<file path="config.mk">
export PLATFORM = sky130hd
export DESIGN_NAME = iopmc_top
export DESIGN_NICKNAME = d
export VERILOG_FILES = /design/src/hdl/iopmc_pkg.sv /design/src/hdl/iopmc_pin_drv.sv /design/src/hdl/iopmc_top.sv
export SDC_FILE = /design/constraint.sdc
export NUM_CORES = 1
export LEC_CHECK = 0
export BUFFER_PORTS_ARGS = -buffer_cell sky130_fd_sc_hd__buf_2
export CAP_MARGIN = 20
export CORE_ASPECT_RATIO = 1.5
export CORE_MARGIN = 2
export CORE_UTILIZATION = 30
export CTS_CLUSTER_SIZE = 24
export DETAILED_ROUTE_END_ITERATION = 7
export GPL_TIMING_DRIVEN = 0
export HOLD_SLACK_MARGIN = 0.06
export PLACE_DENSITY = 0.47
export RECOVER_POWER = 25
export SLEW_MARGIN = 20
export SYNTH_ARGS = -nofsm -noshare
export SYNTH_HDL_FRONTEND = slang
export SYNTH_HIERARCHICAL = 1
export SYNTH_SLANG_ARGS = --single-unit
</file>
<file path="constraint.sdc">
create_clock -name clk -period 2.5 [get_ports clk]
set_input_delay 0.25 -clock clk [delete_from_list [all_inputs] [get_ports clk]]
set_output_delay 0.25 -clock clk [all_outputs]
set_load 0.03 [all_outputs]
</file>
<file path="src/hdl/iopmc_pkg.sv">
// Package of offsets, masks and reset values for the port mode block.
// Assumes an 8-bit host data bus and an 8-bit register offset.
package iopmc_pkg;
    localparam int NPORT = 4;
    localparam logic [1:0] PORT_A = 2'h0;
    localparam logic [1:0] PORT_B = 2'h1;
    localparam logic [1:0] PORT_C = 2'h2;
    localparam logic [1:0] PORT_D = 2'h3;
    // Register bases in io_register_space, port index in bits 1:0
    localparam logic [7:0] OFS_DATA_IN = 8'h00;
    localparam logic [7:0] OFS_DATA_OUT = 8'h04;
    localparam logic [7:0] OFS_MODE = 8'h08;
    localparam logic [7:0] OFS_DIR = 8'h0c;
    localparam logic [7:0] OFS_DRIVE = 8'h10;
    localparam logic [7:0] OFS_ENABLE = 8'h14;
    localparam logic [7:0] OFS_IMC = 8'h18;
    localparam logic [7:0] OFS_PMR = 8'h1c;
    localparam logic [7:0] RST_CFG = 8'h00;
    localparam int PMR_PERIPH_BIT = 7;
    typedef logic [NPORT-1:0][7:0] iopmc_bytes_t;
    // Per-port capability masks, port D in the top byte
    localparam iopmc_bytes_t PIN_MASK = {8'h07, 8'hff, 8'hff, 8'hff};
    localparam iopmc_bytes_t MODE_MASK = {8'h00, 8'h00, 8'hff, 8'hff};
    localparam iopmc_bytes_t OD_MASK = {8'h00, 8'hff, 8'hf0, 8'hf0};
    localparam iopmc_bytes_t SLEW_MASK = {8'h07, 8'h00, 8'h0f, 8'h0f};
endpackage

</file>
<file path="src/hdl/iopmc_pin_drv.sv">
// Registered pin driver for one port: source select, enable, drive kind.
// Assumes all inputs are already on clk.
`timescale 1ns/1ps
`default_nettype none
module iopmc_pin_drv import iopmc_pkg::*; #(
    parameter int PORT = 0
) (
    // Clock and reset
    input wire logic clk,
    input wire logic rst_n,
    // Configuration
    input wire logic [7:0] mode,
    input wire logic [7:0] dir,
    input wire logic [7:0] drive,
    input wire logic [7:0] dout,
    input wire logic [7:0] addr,
    input wire logic [7:0] logic_oe,
    // Override by bus or programming functions
    input wire logic ovr_en,
    input wire logic [7:0] ovr_oe,
    input wire logic [7:0] ovr_out,
    // Pin side
    output logic [7:0] pin_out_ff,
    output logic [7:0] pin_oe_ff,
    output logic [7:0] slew_ff,
    output logic [7:0] en_ff
);
    logic [7:0] nxt_en, nxt_src, od;

    always_comb begin
        nxt_en = (dir | logic_oe) & PIN_MASK[PORT];
        nxt_src = (mode & MODE_MASK[PORT] & addr) |
                  (~(mode & MODE_MASK[PORT]) & dout);
        od = drive & OD_MASK[PORT];
    end

    always_ff @(posedge clk) begin
        if (!rst_n) begin
            pin_out_ff <= 8'h00;
            pin_oe_ff <= 8'h00;
            en_ff <= 8'h00;
            slew_ff <= 8'h00;
        end else begin
            slew_ff <= drive & SLEW_MASK[PORT];
            if (ovr_en) begin
                pin_out_ff <= ovr_out;
                pin_oe_ff <= ovr_oe;
                en_ff <= ovr_oe;
            end else begin
                // Open drain only ever pulls low
                pin_out_ff <= nxt_src & ~od;
                pin_oe_ff <= nxt_en & ~(od & nxt_src);
                en_ff <= nxt_en;
            end
        end
    end
endmodule // iopmc_pin_drv
`default_nettype wire

</file>
<file path="src/hdl/iopmc_top.sv">
// Port mode and configuration logic for four general ports.
// Assumes host bus and pins are asynchronous; logic terms are on clk.
`timescale 1ns/1ps
`default_nettype none
module iopmc_top import iopmc_pkg::*; (
    // Clock and reset
    input wire logic clk,
    input wire logic rst_n,
    // Host bus pins
    input wire logic host_cs_n,
    input wire logic host_wr_n,
    input wire logic host_rd_n,
    input wire logic host_address_strobe,
    input wire logic [7:0] host_addr,
    input wire logic [7:0] host_wdata,
    output logic [7:0] host_rdata_ff,
    output logic host_rdata_oe_ff,
    // Fixed configuration and logic array terms
    input wire logic bus_muxed,
    input wire logic data_port_mode,
    input wire logic peripheral_select_term_a,
    input wire logic peripheral_select_term_b,
    input wire logic [7:0] logic_oe_a,
    input wire logic [7:0] logic_oe_b,
    input wire logic [7:0] logic_oe_c,
    input wire logic [2:0] logic_oe_d,
    input wire logic [7:0] addr_in_sel_a,
    input wire logic [7:0] addr_in_sel_b,
    input wire logic [7:0] addr_in_sel_c,
    input wire logic [2:0] addr_in_sel_d,
    // In-system programming on port C
    input wire logic jtag_enable,
    input wire logic [7:0] jtag_pin_out,
    input wire logic [7:0] jtag_pin_oe,
    // Port A
    input wire logic [7:0] port_a_in,
    output logic [7:0] port_a_out,
    output logic [7:0] port_a_oe,
    output logic [7:0] port_a_slew_fast,
    // Port B
    input wire logic [7:0] port_b_in,
    output logic [7:0] port_b_out,
    output logic [7:0] port_b_oe,
    output logic [7:0] port_b_slew_fast,
    // Port C
    input wire logic [7:0] port_c_in,
    output logic [7:0] port_c_out,
    output logic [7:0] port_c_oe,
    // Port D
    input wire logic [2:0] port_d_in,
    output logic [2:0] port_d_out,
    output logic [2:0] port_d_oe,
    output logic [2:0] port_d_slew_fast,
    // Decode logic inputs
    output logic [7:0] decode_in_a_ff,
    output logic [7:0] decode_in_b_ff,
    output logic [7:0] decode_in_c_ff,
    output logic [2:0] decode_in_d_ff
);
    // ------------------------------
    // Pin synchronisers
    // ------------------------------
    localparam int SW = 47;
    logic [SW-1:0] s1_ff, s2_ff;
    logic cs_n_s, wr_n_s, rd_n_s, strobe_s, wr_d_ff, strobe_d_ff;
    logic [7:0] addr_s, wdata_s;
    iopmc_bytes_t pin_s;

    always_ff @(posedge clk) begin
        if (!rst_n) begin
            // Bus idle levels, so no false strobe edge follows reset
            s1_ff <= {4'he, {(SW-4){1'b1}}};
            s2_ff <= {4'he, {(SW-4){1'b1}}};
        end else begin
            s1_ff <= {host_cs_n, host_wr_n, host_rd_n, host_address_strobe,
                      host_addr, host_wdata, port_a_in, port_b_in,
                      port_c_in, port_d_in};
            s2_ff <= s1_ff;
        end
    end

    assign {cs_n_s, wr_n_s, rd_n_s, strobe_s, addr_s, wdata_s} = s2_ff[46:27];
    assign pin_s = {5'h00, s2_ff[2:0], s2_ff[10:3], s2_ff[18:11],
                    s2_ff[26:19]};

    always_ff @(posedge clk) begin
        if (!rst_n) begin
            wr_d_ff <= 1'b1;
            strobe_d_ff <= 1'b0;
        end else begin
            wr_d_ff <= wr_n_s;
            strobe_d_ff <= strobe_s;
        end
    end

    // ------------------------------
    // Host cycle decode
    // ------------------------------
    logic wr_fire, rd_act, psel, periph, periph_rd, periph_wr, strobe_fall;
    logic [7:0] wd, reg_mux;
    logic [1:0] ridx;
    iopmc_bytes_t mode_ff, dir_ff, drv_ff, dout_ff, imc_ff, en_w;
    logic [7:0] pmr_ff, alat_ff;

    assign wr_fire = !cs_n_s && wr_d_ff && !wr_n_s;
    assign rd_act = !cs_n_s && !rd_n_s;
    // Data port takes host data from port A pins
    assign wd = data_port_mode ? pin_s[PORT_A] : wdata_s;
    assign psel = peripheral_select_term_a || peripheral_select_term_b;
    assign periph = pmr_ff[PMR_PERIPH_BIT];
    assign periph_rd = periph && psel && cs_n_s && !rd_n_s;
    assign periph_wr = periph && psel && cs_n_s && !wr_n_s;
    assign strobe_fall = strobe_d_ff && !strobe_s;
    assign ridx = addr_s[1:0];

    function automatic logic hit(input logic [7:0] base, input int p);
        hit = wr_fire && addr_s == (base | {6'h00, 2'(p)});
    endfunction

    // ------------------------------
    // Configuration registers
    // ------------------------------
    for (genvar p = 0; p < NPORT; p++) begin : g_reg
        always_ff @(posedge clk) begin
            if (!rst_n) begin
                mode_ff[p] <= RST_CFG;
                dir_ff[p] <= RST_CFG;
                drv_ff[p] <= RST_CFG;
                dout_ff[p] <= RST_CFG;
            end else begin
                // Each bit lands on the same pin index
                if (hit(OFS_MODE, p))
                    mode_ff[p] <= wd & MODE_MASK[p];
                if (hit(OFS_DIR, p))
                    dir_ff[p] <= wd;
                if (hit(OFS_DRIVE, p))
                    drv_ff[p] <= wd;
                if (hit(OFS_DATA_OUT, p))
                    dout_ff[p] <= wd;
            end
        end

        always_ff @(posedge clk) begin
            if (!rst_n)
                imc_ff[p] <= 8'h00;
            else if (strobe_fall)
                imc_ff[p] <= pin_s[p];
        end
    end

    always_ff @(posedge clk) begin
        if (!rst_n) begin
            pmr_ff <= RST_CFG;
            alat_ff <= 8'h00;
        end else begin
            if (hit(OFS_PMR, 0))
                pmr_ff <= wd;
            if (strobe_fall)
                alat_ff <= addr_s;
        end
    end

    // ------------------------------
    // Read path
    // ------------------------------
    always_comb begin
        case ({addr_s[7:2], 2'b00})
            OFS_DATA_IN: reg_mux = pin_s[ridx];
            OFS_DATA_OUT: reg_mux = dout_ff[ridx];
            OFS_MODE: reg_mux = mode_ff[ridx];
            OFS_DIR: reg_mux = dir_ff[ridx];
            OFS_DRIVE: reg_mux = drv_ff[ridx];
            OFS_ENABLE: reg_mux = en_w[ridx];
            OFS_IMC: reg_mux = imc_ff[ridx];
            OFS_PMR: reg_mux = (ridx == 2'h0) ? pmr_ff : 8'h00;
            default: reg_mux = 8'h00;
        endcase
    end

    always_ff @(posedge clk) begin
        if (!rst_n) begin
            host_rdata_ff <= 8'h00;
            host_rdata_oe_ff <= 1'b0;
        end else begin
            // Peripheral reads pass port A to the host
            host_rdata_ff <= periph_rd ? pin_s[PORT_A] : reg_mux;
            host_rdata_oe_ff <= (rd_act && !data_port_mode) || periph_rd;
        end
    end

    // ------------------------------
    // Pin drivers
    // ------------------------------
    iopmc_bytes_t loe, aout, ovr_oe, ovr_out, po, poe, slew, asel;
    logic [NPORT-1:0] ovr_en;

    assign loe = {5'h00, logic_oe_d, logic_oe_c, logic_oe_b, logic_oe_a};
    assign asel = {5'h00, addr_in_sel_d, addr_in_sel_c, addr_in_sel_b,
                   addr_in_sel_a};
    // Port A carries the latched address only on a multiplexed bus
    assign aout = {8'h00, 8'h00, alat_ff,
                   bus_muxed ? alat_ff : 8'h00};
    assign ovr_en = {1'b0, jtag_enable, 1'b0,
                     data_port_mode || periph};
    assign ovr_oe[PORT_A] = data_port_mode ? {8{rd_act}}
                                           : {8{periph_wr}};
    assign ovr_out[PORT_A] = data_port_mode ? host_rdata_ff : wdata_s;
    assign ovr_oe[PORT_B] = 8'h00;
    assign ovr_out[PORT_B] = 8'h00;
    assign ovr_oe[PORT_C] = jtag_pin_oe;
    assign ovr_out[PORT_C] = jtag_pin_out;
    assign ovr_oe[PORT_D] = 8'h00;
    assign ovr_out[PORT_D] = 8'h00;

    for (genvar p = 0; p < NPORT; p++) begin : g_pin
        iopmc_pin_drv #(.PORT(p)) u_drv (
            .clk(clk),
            .rst_n(rst_n),
            .mode(mode_ff[p]),
            .dir(dir_ff[p]),
            .drive(drv_ff[p]),
            .dout(dout_ff[p]),
            .addr(aout[p]),
            .logic_oe(loe[p]),
            .ovr_en(ovr_en[p]),
            .ovr_oe(ovr_oe[p]),
            .ovr_out(ovr_out[p]),
            .pin_out_ff(po[p]),
            .pin_oe_ff(poe[p]),
            .slew_ff(slew[p]),
            .en_ff(en_w[p])
        );
    end

    assign port_a_out = po[PORT_A];
    assign port_a_oe = poe[PORT_A];
    assign port_a_slew_fast = slew[PORT_A];
    assign port_b_out = po[PORT_B];
    assign port_b_oe = poe[PORT_B];
    assign port_b_slew_fast = slew[PORT_B];
    assign port_c_out = po[PORT_C];
    assign port_c_oe = poe[PORT_C];
    assign port_d_out = po[PORT_D][2:0];
    assign port_d_oe = poe[PORT_D][2:0];
    assign port_d_slew_fast = slew[PORT_D][2:0];

    // ------------------------------
    // Decode inputs
    // ------------------------------
    always_ff @(posedge clk) begin
        if (!rst_n) begin
            decode_in_a_ff <= 8'h00;
            decode_in_b_ff <= 8'h00;
            decode_in_c_ff <= 8'h00;
            decode_in_d_ff <= 3'h0;
        end else begin
            // Address inputs come from the strobe latch
            decode_in_a_ff <= (asel[0] & imc_ff[0]) |
                              (~asel[0] & pin_s[0]);
            decode_in_b_ff <= (asel[1] & imc_ff[1]) | (~asel[1] & pin_s[1]);
            decode_in_c_ff <= (asel[2] & imc_ff[2]) | (~asel[2] & pin_s[2]);
            decode_in_d_ff <= (asel[3][2:0] & imc_ff[3][2:0]) |
                              (~asel[3][2:0] & pin_s[3][2:0]);
        end
    end
endmodule // iopmc_top
`default_nettype wire

</file>
Word level (Yosys, flattened, before mapping)
Cells that the tools add are included.
{ "word_totals": {"reg_bits": 389, "latch_bits": 0, "ramBits": 0, "mem_bits_ro": 0, "input_bits": 124, "wordCells": 174, "mem_count": 0} }
{ "op_classes": {"n_addsub": 0, "n_mul": 0, "n_div": 0, "magnitude_cmp": 1, "eq_ne": 22, "shifts": 0, "mux": 27, "n_bitwise": 43, "n_reduce_logical": 34} }
{ "op_table": {"columns": ["op", "count"], "rows": [
  ["$and A8 B8 Y8", 19],
  ["$mux W8", 19],
  ["$bmux W8 S2", 7],
  ["$not A8 Y8", 11],
  ["$or A8 B8 Y8", 8],
  ["$pmux W8 S8", 1],
  ["$eq A8 B4 Y1 const B", 6],
  ["$eq A8 B5 Y1 const B", 5],
  ["$eq A8 B3 Y1 const B", 4],
  ["$eq A6 B3 Y1 const B", 4],
  ["$logic_and A1 B1 Y1", 24],
  ["$eq A6 B2 Y1 const B", 2],
  ["$and A3 B3 Y3", 2],
  ["$eq A6 B1 Y1 const B", 1],
  ["$logic_not A6 Y1", 1],
  ["$or A3 B3 Y3", 2],
  ["$logic_not A1 Y1", 5],
  ["$logic_or A1 B1 Y1", 3],
  ["$lt A2 B3 Y1 const B", 1],
  ["$not A3 Y3", 1],
  ["$logic_not A2 Y1", 1]
]} }

Depth between registers and ports, before layout
Gate-level depths: netlist of the first run.
{ "logic_depth": {"word_depth": 7, "depth_mapped": 9, "mapped_depth_nobuf": 5} }

By module
The synthesis of the first run kept the hierarchy.
{ "modules_own_cells": {"columns": ["module", "instances", "cells_each", "area_each_um2", "seq_area_each_um2"], "rows": [
  ["iopmc_top", 1, 1098, 11722.5, 5745.5],
  ["iopmc_pin_drv at g_pin[0].u_drv ...", 2, 100, 1044.8, 480.5],
  ["iopmc_pin_drv at g_pin[2].u_drv", 1, 111, 1049.8, 480.5],
  ["iopmc_pin_drv at g_pin[3].u_drv", 1, 66, 754.5, 380.4]
]} }

Worst setup path after synthesis of the first run
No wires, ideal clock.
{ "synth_timing": {"path_kind": "input -> register", "startpoint": "input data_port_mode", "endpoint": "register g_pin[0].u_drv.pin_oe_ff[5]", "setup_time_ns": 0.060, "t_arrival_ns": 1.785, "t_required_ns": 2.440, "path_slack_ns": 0.655, "stages": 5, "path_buffers": 2, "path_cell_list": "buf_2 > clkbuf_1 > o31ai_1 > a21bo_2 > o2111a_1"} }
{ "synth_between": {"elab_chain_len": 2} }
{ "synth_lines": {"columns": ["element", "line", "source"], "rows": [
  ["start: declaration", "iopmc_top.sv:20", "input wire logic data_port_mode,"],
  ["$mux W8 / $logic_or A1 B1 Y1 (equally long branches)", "iopmc_top.sv:205, iopmc_top.sv:204", null],
  ["$mux W8 (*)", "iopmc_pin_drv.sv:45", "if (ovr_en) begin"],
  ["end signal: assignment", "iopmc_pin_drv.sv:47", "pin_oe_ff <= ovr_oe;"],
  ["end signal: assignment", "iopmc_pin_drv.sv:52", "pin_oe_ff <= nxt_en & ~(od & nxt_src);"],
  ["end: declaration", "iopmc_pin_drv.sv:24", "output logic [7:0] pin_oe_ff,"]
]} }
Every way passes the cells marked *; elsewhere a longest branch is shown, timed or not.
A chain may end at the register's enable or synchronous reset.

Worst setup path after layout of the first run
{ "layout_timing": {"startpoint": "register s2_ff[20]", "endpoint": "register dout_ff[9] (netlist bit)"} }
{ "layout_between": {"elab_chain_len": 1} }
{ "layout_lines": {"columns": ["element", "line", "source"], "rows": [
  ["start: declaration", "iopmc_top.sv:64", "logic [SW-1:0] s1_ff, s2_ff;"],
  ["start signal: assignment", "iopmc_top.sv:73", "s2_ff <= {4'he, {(SW-4){1'b1}}};"],
  ["$mux W8", "iopmc_top.sv:108", "assign wd = data_port_mode ? pin_s[PORT_A] : wdata_s;"],
  ["end signal: indexed assignment", "iopmc_top.sv:139", "dout_ff[p] <= wd;"],
  ["end: declaration", "iopmc_top.sv:102", "iopmc_bytes_t mode_ff, dir_ff, drv_ff, dout_ff, imc_ff, en_w;"]
]} }
No other way between the ends.

==> out/metrics.cfg, run 1 <==
[run_status]
run_status=completed

[power_and_ir_drop]
ir_worst_vdd_v=0.000456
power.density_nw_per_um2=698
power_mw=13.9
p_leak_nw=9.39

[routing]
drc_errors=0
dr.pass1.iters=5
vias=12400
via_per_inst=4.85
drtAntennaViolNets=0
routedWlPerCell_um=23.4
totalWireLength_um=60000
drt_iter0_drc=666

[finish]
postLayoutCoreUtil_pct=39.4
drive_gt1_share_pct=19.3
antennaDiodeCount=0
layout_commonest_cell=dfxtp_1
syn_to_final_growth_pct=30.2
layout_common_cells=dfxtp_1 (373), nand2_1 (231), buf_2 (175)
nNetsFinal=1987

[global_routing]
track_usage_pct=22.4
grt_pass1_vias=12800
antenna_found_initial=1
grt_pass1_wl_um=85500
grt_max_degree=31
gr-total-overflow=0

[cts]
clkSinkCount=373
clk_latency_ns=0.58
clockBufferDepth=3
root_buffer=clkbuf_16
cts_tree=built
h-tree-depth=2
cts-buffers-inserted=41
clk_pin_slew_ns=0.06

[worst_hold_path]
hold_path_startpoint=logic_oe_b[6]
hold_class=input port to register

[place]
pre_cts_ws_ns=-0.688
routabilityCongestion=0.898
port_buffers=223
dp_hpwl_um=46600

[critical_path]
crit_start=s2_ff[20]$_SDFF_PN1_
crit_path_end_kind=register
crit_chain=mux2i_2 > clkbuf_1 > nand2_1 > o211a_1
worstPathRequired_ns=2.95
timing.critical_path.buf_inv=1
path_class=register to register
critPathSlowestCell=clkbuf_1
arrival_ns=2.87
cp_max_fo=10
worstSetupStartpointType=register
path_delay_family=buffers and inverters
reg2reg_from=s2_ff[20]$_SDFF_PN1_
cpPeakStageDelay_ns=0.80

[timing]
fin_crit_ns=2.43
slew_headroom_pct=21.4
skew_ns=0.0400
hold_viol_final=0
fmax_mhz=412
setup_violations=0
worst_pin_slew_ns=1.15
rsz0062_at_grt=false
period_share_pct=97.0
layout_setup_ws_ns=0.0740
slew_violations=0

[floorplanning]
die_x_um=188
pin_count=233
core-area_sq_um=50500
die_area_sq_um=52800
start_util_pct=30.3
row_count=101
die_height_um=281

[synthesis]
synthCells=1440
ys_warn_count=6
synth_area_sq_um=15300
avgSynthCellArea_sq_um=10.6

[flow_run]
cap_violations=0

metal layers:
layer | vias to the layer above | routed length [um] | GRT usage [%]
met5 | - | 0 | 0
met4 | 0 | 4620 | 15.6
met3 | 125 | 2310 | 2.35
met2 | 405 | 31500 | 42.3
met1 | 6038 | 21600 | 23.0
li1 | 5864 | - | -
worst min-delay path: cells and delay by family:
family | cells | cell delay (ns)
and+or+nand+nor | 2 | 0.25
buffers and inverters | 1 | 0.09
power breakdown:
part / total (mW) / internal (mW) / switching (mW)
registers: 6.25 / 6.13 / 0.115
clock network: 6.44 / 3.82 / 2.62
logic: 1.21 / 0.510 / 0.695
state kept, by name (all words and copies together), names as in the netlist, 11 cells and up:
| register | count |
|---|---|
| mode_ff | 16 |
| g_pin.u_drv/en_ff | 24 |
| g_pin.u_drv/pin_out_ff | 27 |
| dir_ff | 32 |
| imc_ff | 27 |
| g_pin.u_drv/slew_ff | 11 |
| g_pin.u_drv/pin_oe_ff | 24 |
| s2_ff | 47 |
| s1_ff | 47 |
| drv_ff | 32 |
| dout_ff | 32 |
per-stage QoR:
step / TNS (ns) / hold WS, ns / instance area [sq um] / cells
finish: 0 / 0.0685 / 19900 / 2565
detailed placement: -72.39 / 0.391 / 17400 / 2375
floorplan: 0 / 0.351 / 15500 / 1483
global route: 0 / 0.0882 / 19900 / 2565
CTS: 0 / 0.0600 / 20000 / 2565
global placement: -69.23 / 0.387 / 17400 / 2375
cell type report:
type,count,area (sq um)
Clock inverter,24,310
Buffer,122,721
Tap cell,669,837
Fill cell,5109,30600
Timing Repair Buffer,337,2180
Clock buffer,52,1120
Inverter,13,48.8
Multi-Input combinational cell,975,7230
Sequential cell,373,7470
timing repair:
item,CTS,global route
hold buffers,114,0
resized for setup,3,2
endpoints found under the hold margin,107,0
buffers inserted,0,0
cloned,0,0
endpoints found under the setup margin,12,5
final timing paths:
path,cells past startpoint,slack (ns),to
max,4,0.07,dout_ff[9]$_SDFFE_PN0P_
min reg2reg,1,0.40,s2_ff[6]$_SDFF_PN1_
min,3,0.07,g_pin[1].u_drv/en_ff[6]$_SDFF_PN0_
max reg2reg,4,0.07,dout_ff[9]$_SDFFE_PN0P_
Power figures use the tool's default switching activity.
==> inputs of run 2 (changes only) <==
--- a/config.mk
+++ b/config.mk
@@ -7,11 +7,11 @@
 export LEC_CHECK = 0
 export BUFFER_PORTS_ARGS = -buffer_cell sky130_fd_sc_hd__buf_2
 export CAP_MARGIN = 20
-export CORE_ASPECT_RATIO = 1.5
 export CORE_MARGIN = 2
 export CORE_UTILIZATION = 30
 export CTS_CLUSTER_SIZE = 24
 export DETAILED_ROUTE_END_ITERATION = 7
+export GPL_ROUTABILITY_DRIVEN = 0
 export GPL_TIMING_DRIVEN = 0
 export HOLD_SLACK_MARGIN = 0.06
 export PLACE_DENSITY = 0.47
==> run 2 against run 1 <==
Via count grew 1.1%; worst setup slack lost 0.031 ns; register-to-register slack lost 0.03 ns; power shrank 0.26%; worst hold slack gained 0.014 ns; critical path depth grew 2; flip-flop and latch count is the same; clock skew shrank 0.019 ns; critical path type unchanged; largest power group unchanged; highest routed layer is now met5.
==> out/metrics.cfg, run 2 (same netlist as run 1, synthesis figures left out) <==
[floorplanning]
pin_count=233
die_height_um=230
die_x_um=230
row_count=82
die_area_sq_um=52800
start_util_pct=30.4
core-area_sq_um=50300

[timing]
rsz0062_at_grt=false
skew_ns=0.0212
slew_headroom_pct=22.8
fin_crit_ns=2.46
worst_pin_slew_ns=1.13
period_share_pct=98.3
fmax_mhz=407
hold_viol_final=0
setup_violations=0
slew_violations=0

[power_and_ir_drop]
power_mw=13.9
power.density_nw_per_um2=695
ir_worst_vdd_v=0.000417
p_leak_nw=9.40

[flow_run]
cap_violations=0

[routing]
routedWlPerCell_um=22.8
drc_errors=0
vias=12600
drt_iter0_drc=849
via_per_inst=4.88
totalWireLength_um=58600
drtAntennaViolNets=0
dr.pass1.iters=5

[global_routing]
gr-total-overflow=0
track_usage_pct=21.8
grt_pass1_vias=12600
grt_max_degree=31
grt_pass1_wl_um=84400
antenna_found_initial=5

[finish]
layout_common_cells=dfxtp_1 (373), nand2_1 (231), buf_2 (175)
reg_top3=s1_ff x47, s2_ff x47
postLayoutCoreUtil_pct=39.7
layout_commonest_cell=dfxtp_1
nNetsFinal=1993
syn_to_final_growth_pct=30.5
drive_gt1_share_pct=19.1

[worst_hold_path]
hold_path_startpoint=logic_oe_b[5]
whs_path_depth=3
hold_class=input port to register

[critical_path]
worstPathRequired_ns=2.91
arrival_ns=2.87
r2r.worst_path.cells=6
path_class=register to register
reg2reg_from=s2_ff[36]$_SDFF_PN1_
worstSetupStartpointType=register
r2r_slack_ns=0.04
cp_max_fo=10
crit_path_end_kind=register
crit_start=s2_ff[36]$_SDFF_PN1_

[run_status]
run_status=completed

[cts]
clockBufferDepth=3
postCtsSetupBuffers=0
cts-buffers-inserted=44
h-tree-depth=2
cts_tree=built
root_buffer=clkbuf_16
clk_pin_slew_ns=0.06
clkSinkCount=373
clk_latency_ns=0.58

[place]
port_buffers=223
dp_hpwl_um=44300

## run 2: changes by cell type in the layout (fill, tap and decap cells not counted), sizes merged
cell / previous run / this run
clkinv: 16 / 11
dlygate4sd3: 114 / 116
bufinv: 6 / 1
clkbuf: 174 / 188
diode: 0 / 1
clkinvlp: 0 / 1
inv: 15 / 13
buf: 223 / 225
## run 2: metrics by stage
step / std cells / TNS (ns) / cell area (sq um) / hold slack (ns) / worst slack (ns)
after global placement: 2378 / -40.55 / 17400 / 0.390 / -0.454
after CTS: 2575 / 0 / 20000 / 0.0627 / 0.0354
after floorplan: 1483 / 0 / 15500 / 0.351 / 0.655
final: 2576 / 0 / 20000 / 0.0823 / 0.0433
after detailed placement: 2379 / -50.73 / 17400 / 0.392 / -0.463
after global routing: 2575 / 0 / 19900 / 0.0835 / 0.0115
## run 2: metal layers
metal  vias up  part of all wire (%)  GRT usage (%)
met1      6182                    47           30.6
li1       5896                     -              -
met3        86                   6.3           4.02
met5         -                 0.012              0
met4         2                   3.0           6.92
met2       407                    44           33.9
## run 2: worst paths after layout
kind | to
setup / recovery | host_rdata_ff[7]$_SDFF_PN0_
hold / removal | g_pin[1].u_drv/en_ff[5]$_SDFF_PN0_
setup reg to reg | host_rdata_ff[7]$_SDFF_PN0_
hold reg to reg | s2_ff[3]$_SDFF_PN1_
## run 2: power by group
| group | switching (mW) | leakage [nW] | internal [mW] |
|---|---|---|---|
| sequential | 0.119 | 3.05 | 6.13 |
| clock | 2.60 | 0.718 | 3.80 |
| combinational | 0.694 | 5.63 | 0.512 |
| total | 3.41 | 9.40 | 10.4 |
## run 2: final cells by class
class / instances / area (sq um)
clock inverter: 13 / 111
timing repair buffer: 340 / 2200
tap: 672 / 841
fill: 5049 / 30300
multi-input combinational: 975 / 7220
inverter: 13 / 48.8
sequential: 373 / 7470
antenna: 1 / 2.50
buffer: 122 / 719
clock buffer: 67 / 1340
## run 2: timing repair
| action | 4_1_cts | 5_1_grt |
|---|---|---|
| endpoints found under the setup margin | 2 | 6 |
| cloned | 0 | 0 |
| hold buffers | 116 | 0 |
| resized for setup | 2 | 2 |
| endpoints found under the hold margin | 111 | 0 |
## run 2: critical path, cell delays in order, from the launching register on
cell      delay, ns
dfxtp_1        0.30
buf_2          0.29
buf_4          0.32
buf_2          0.35
mux4_2         0.36
a211oi_1       0.44
a32oi_1        0.21
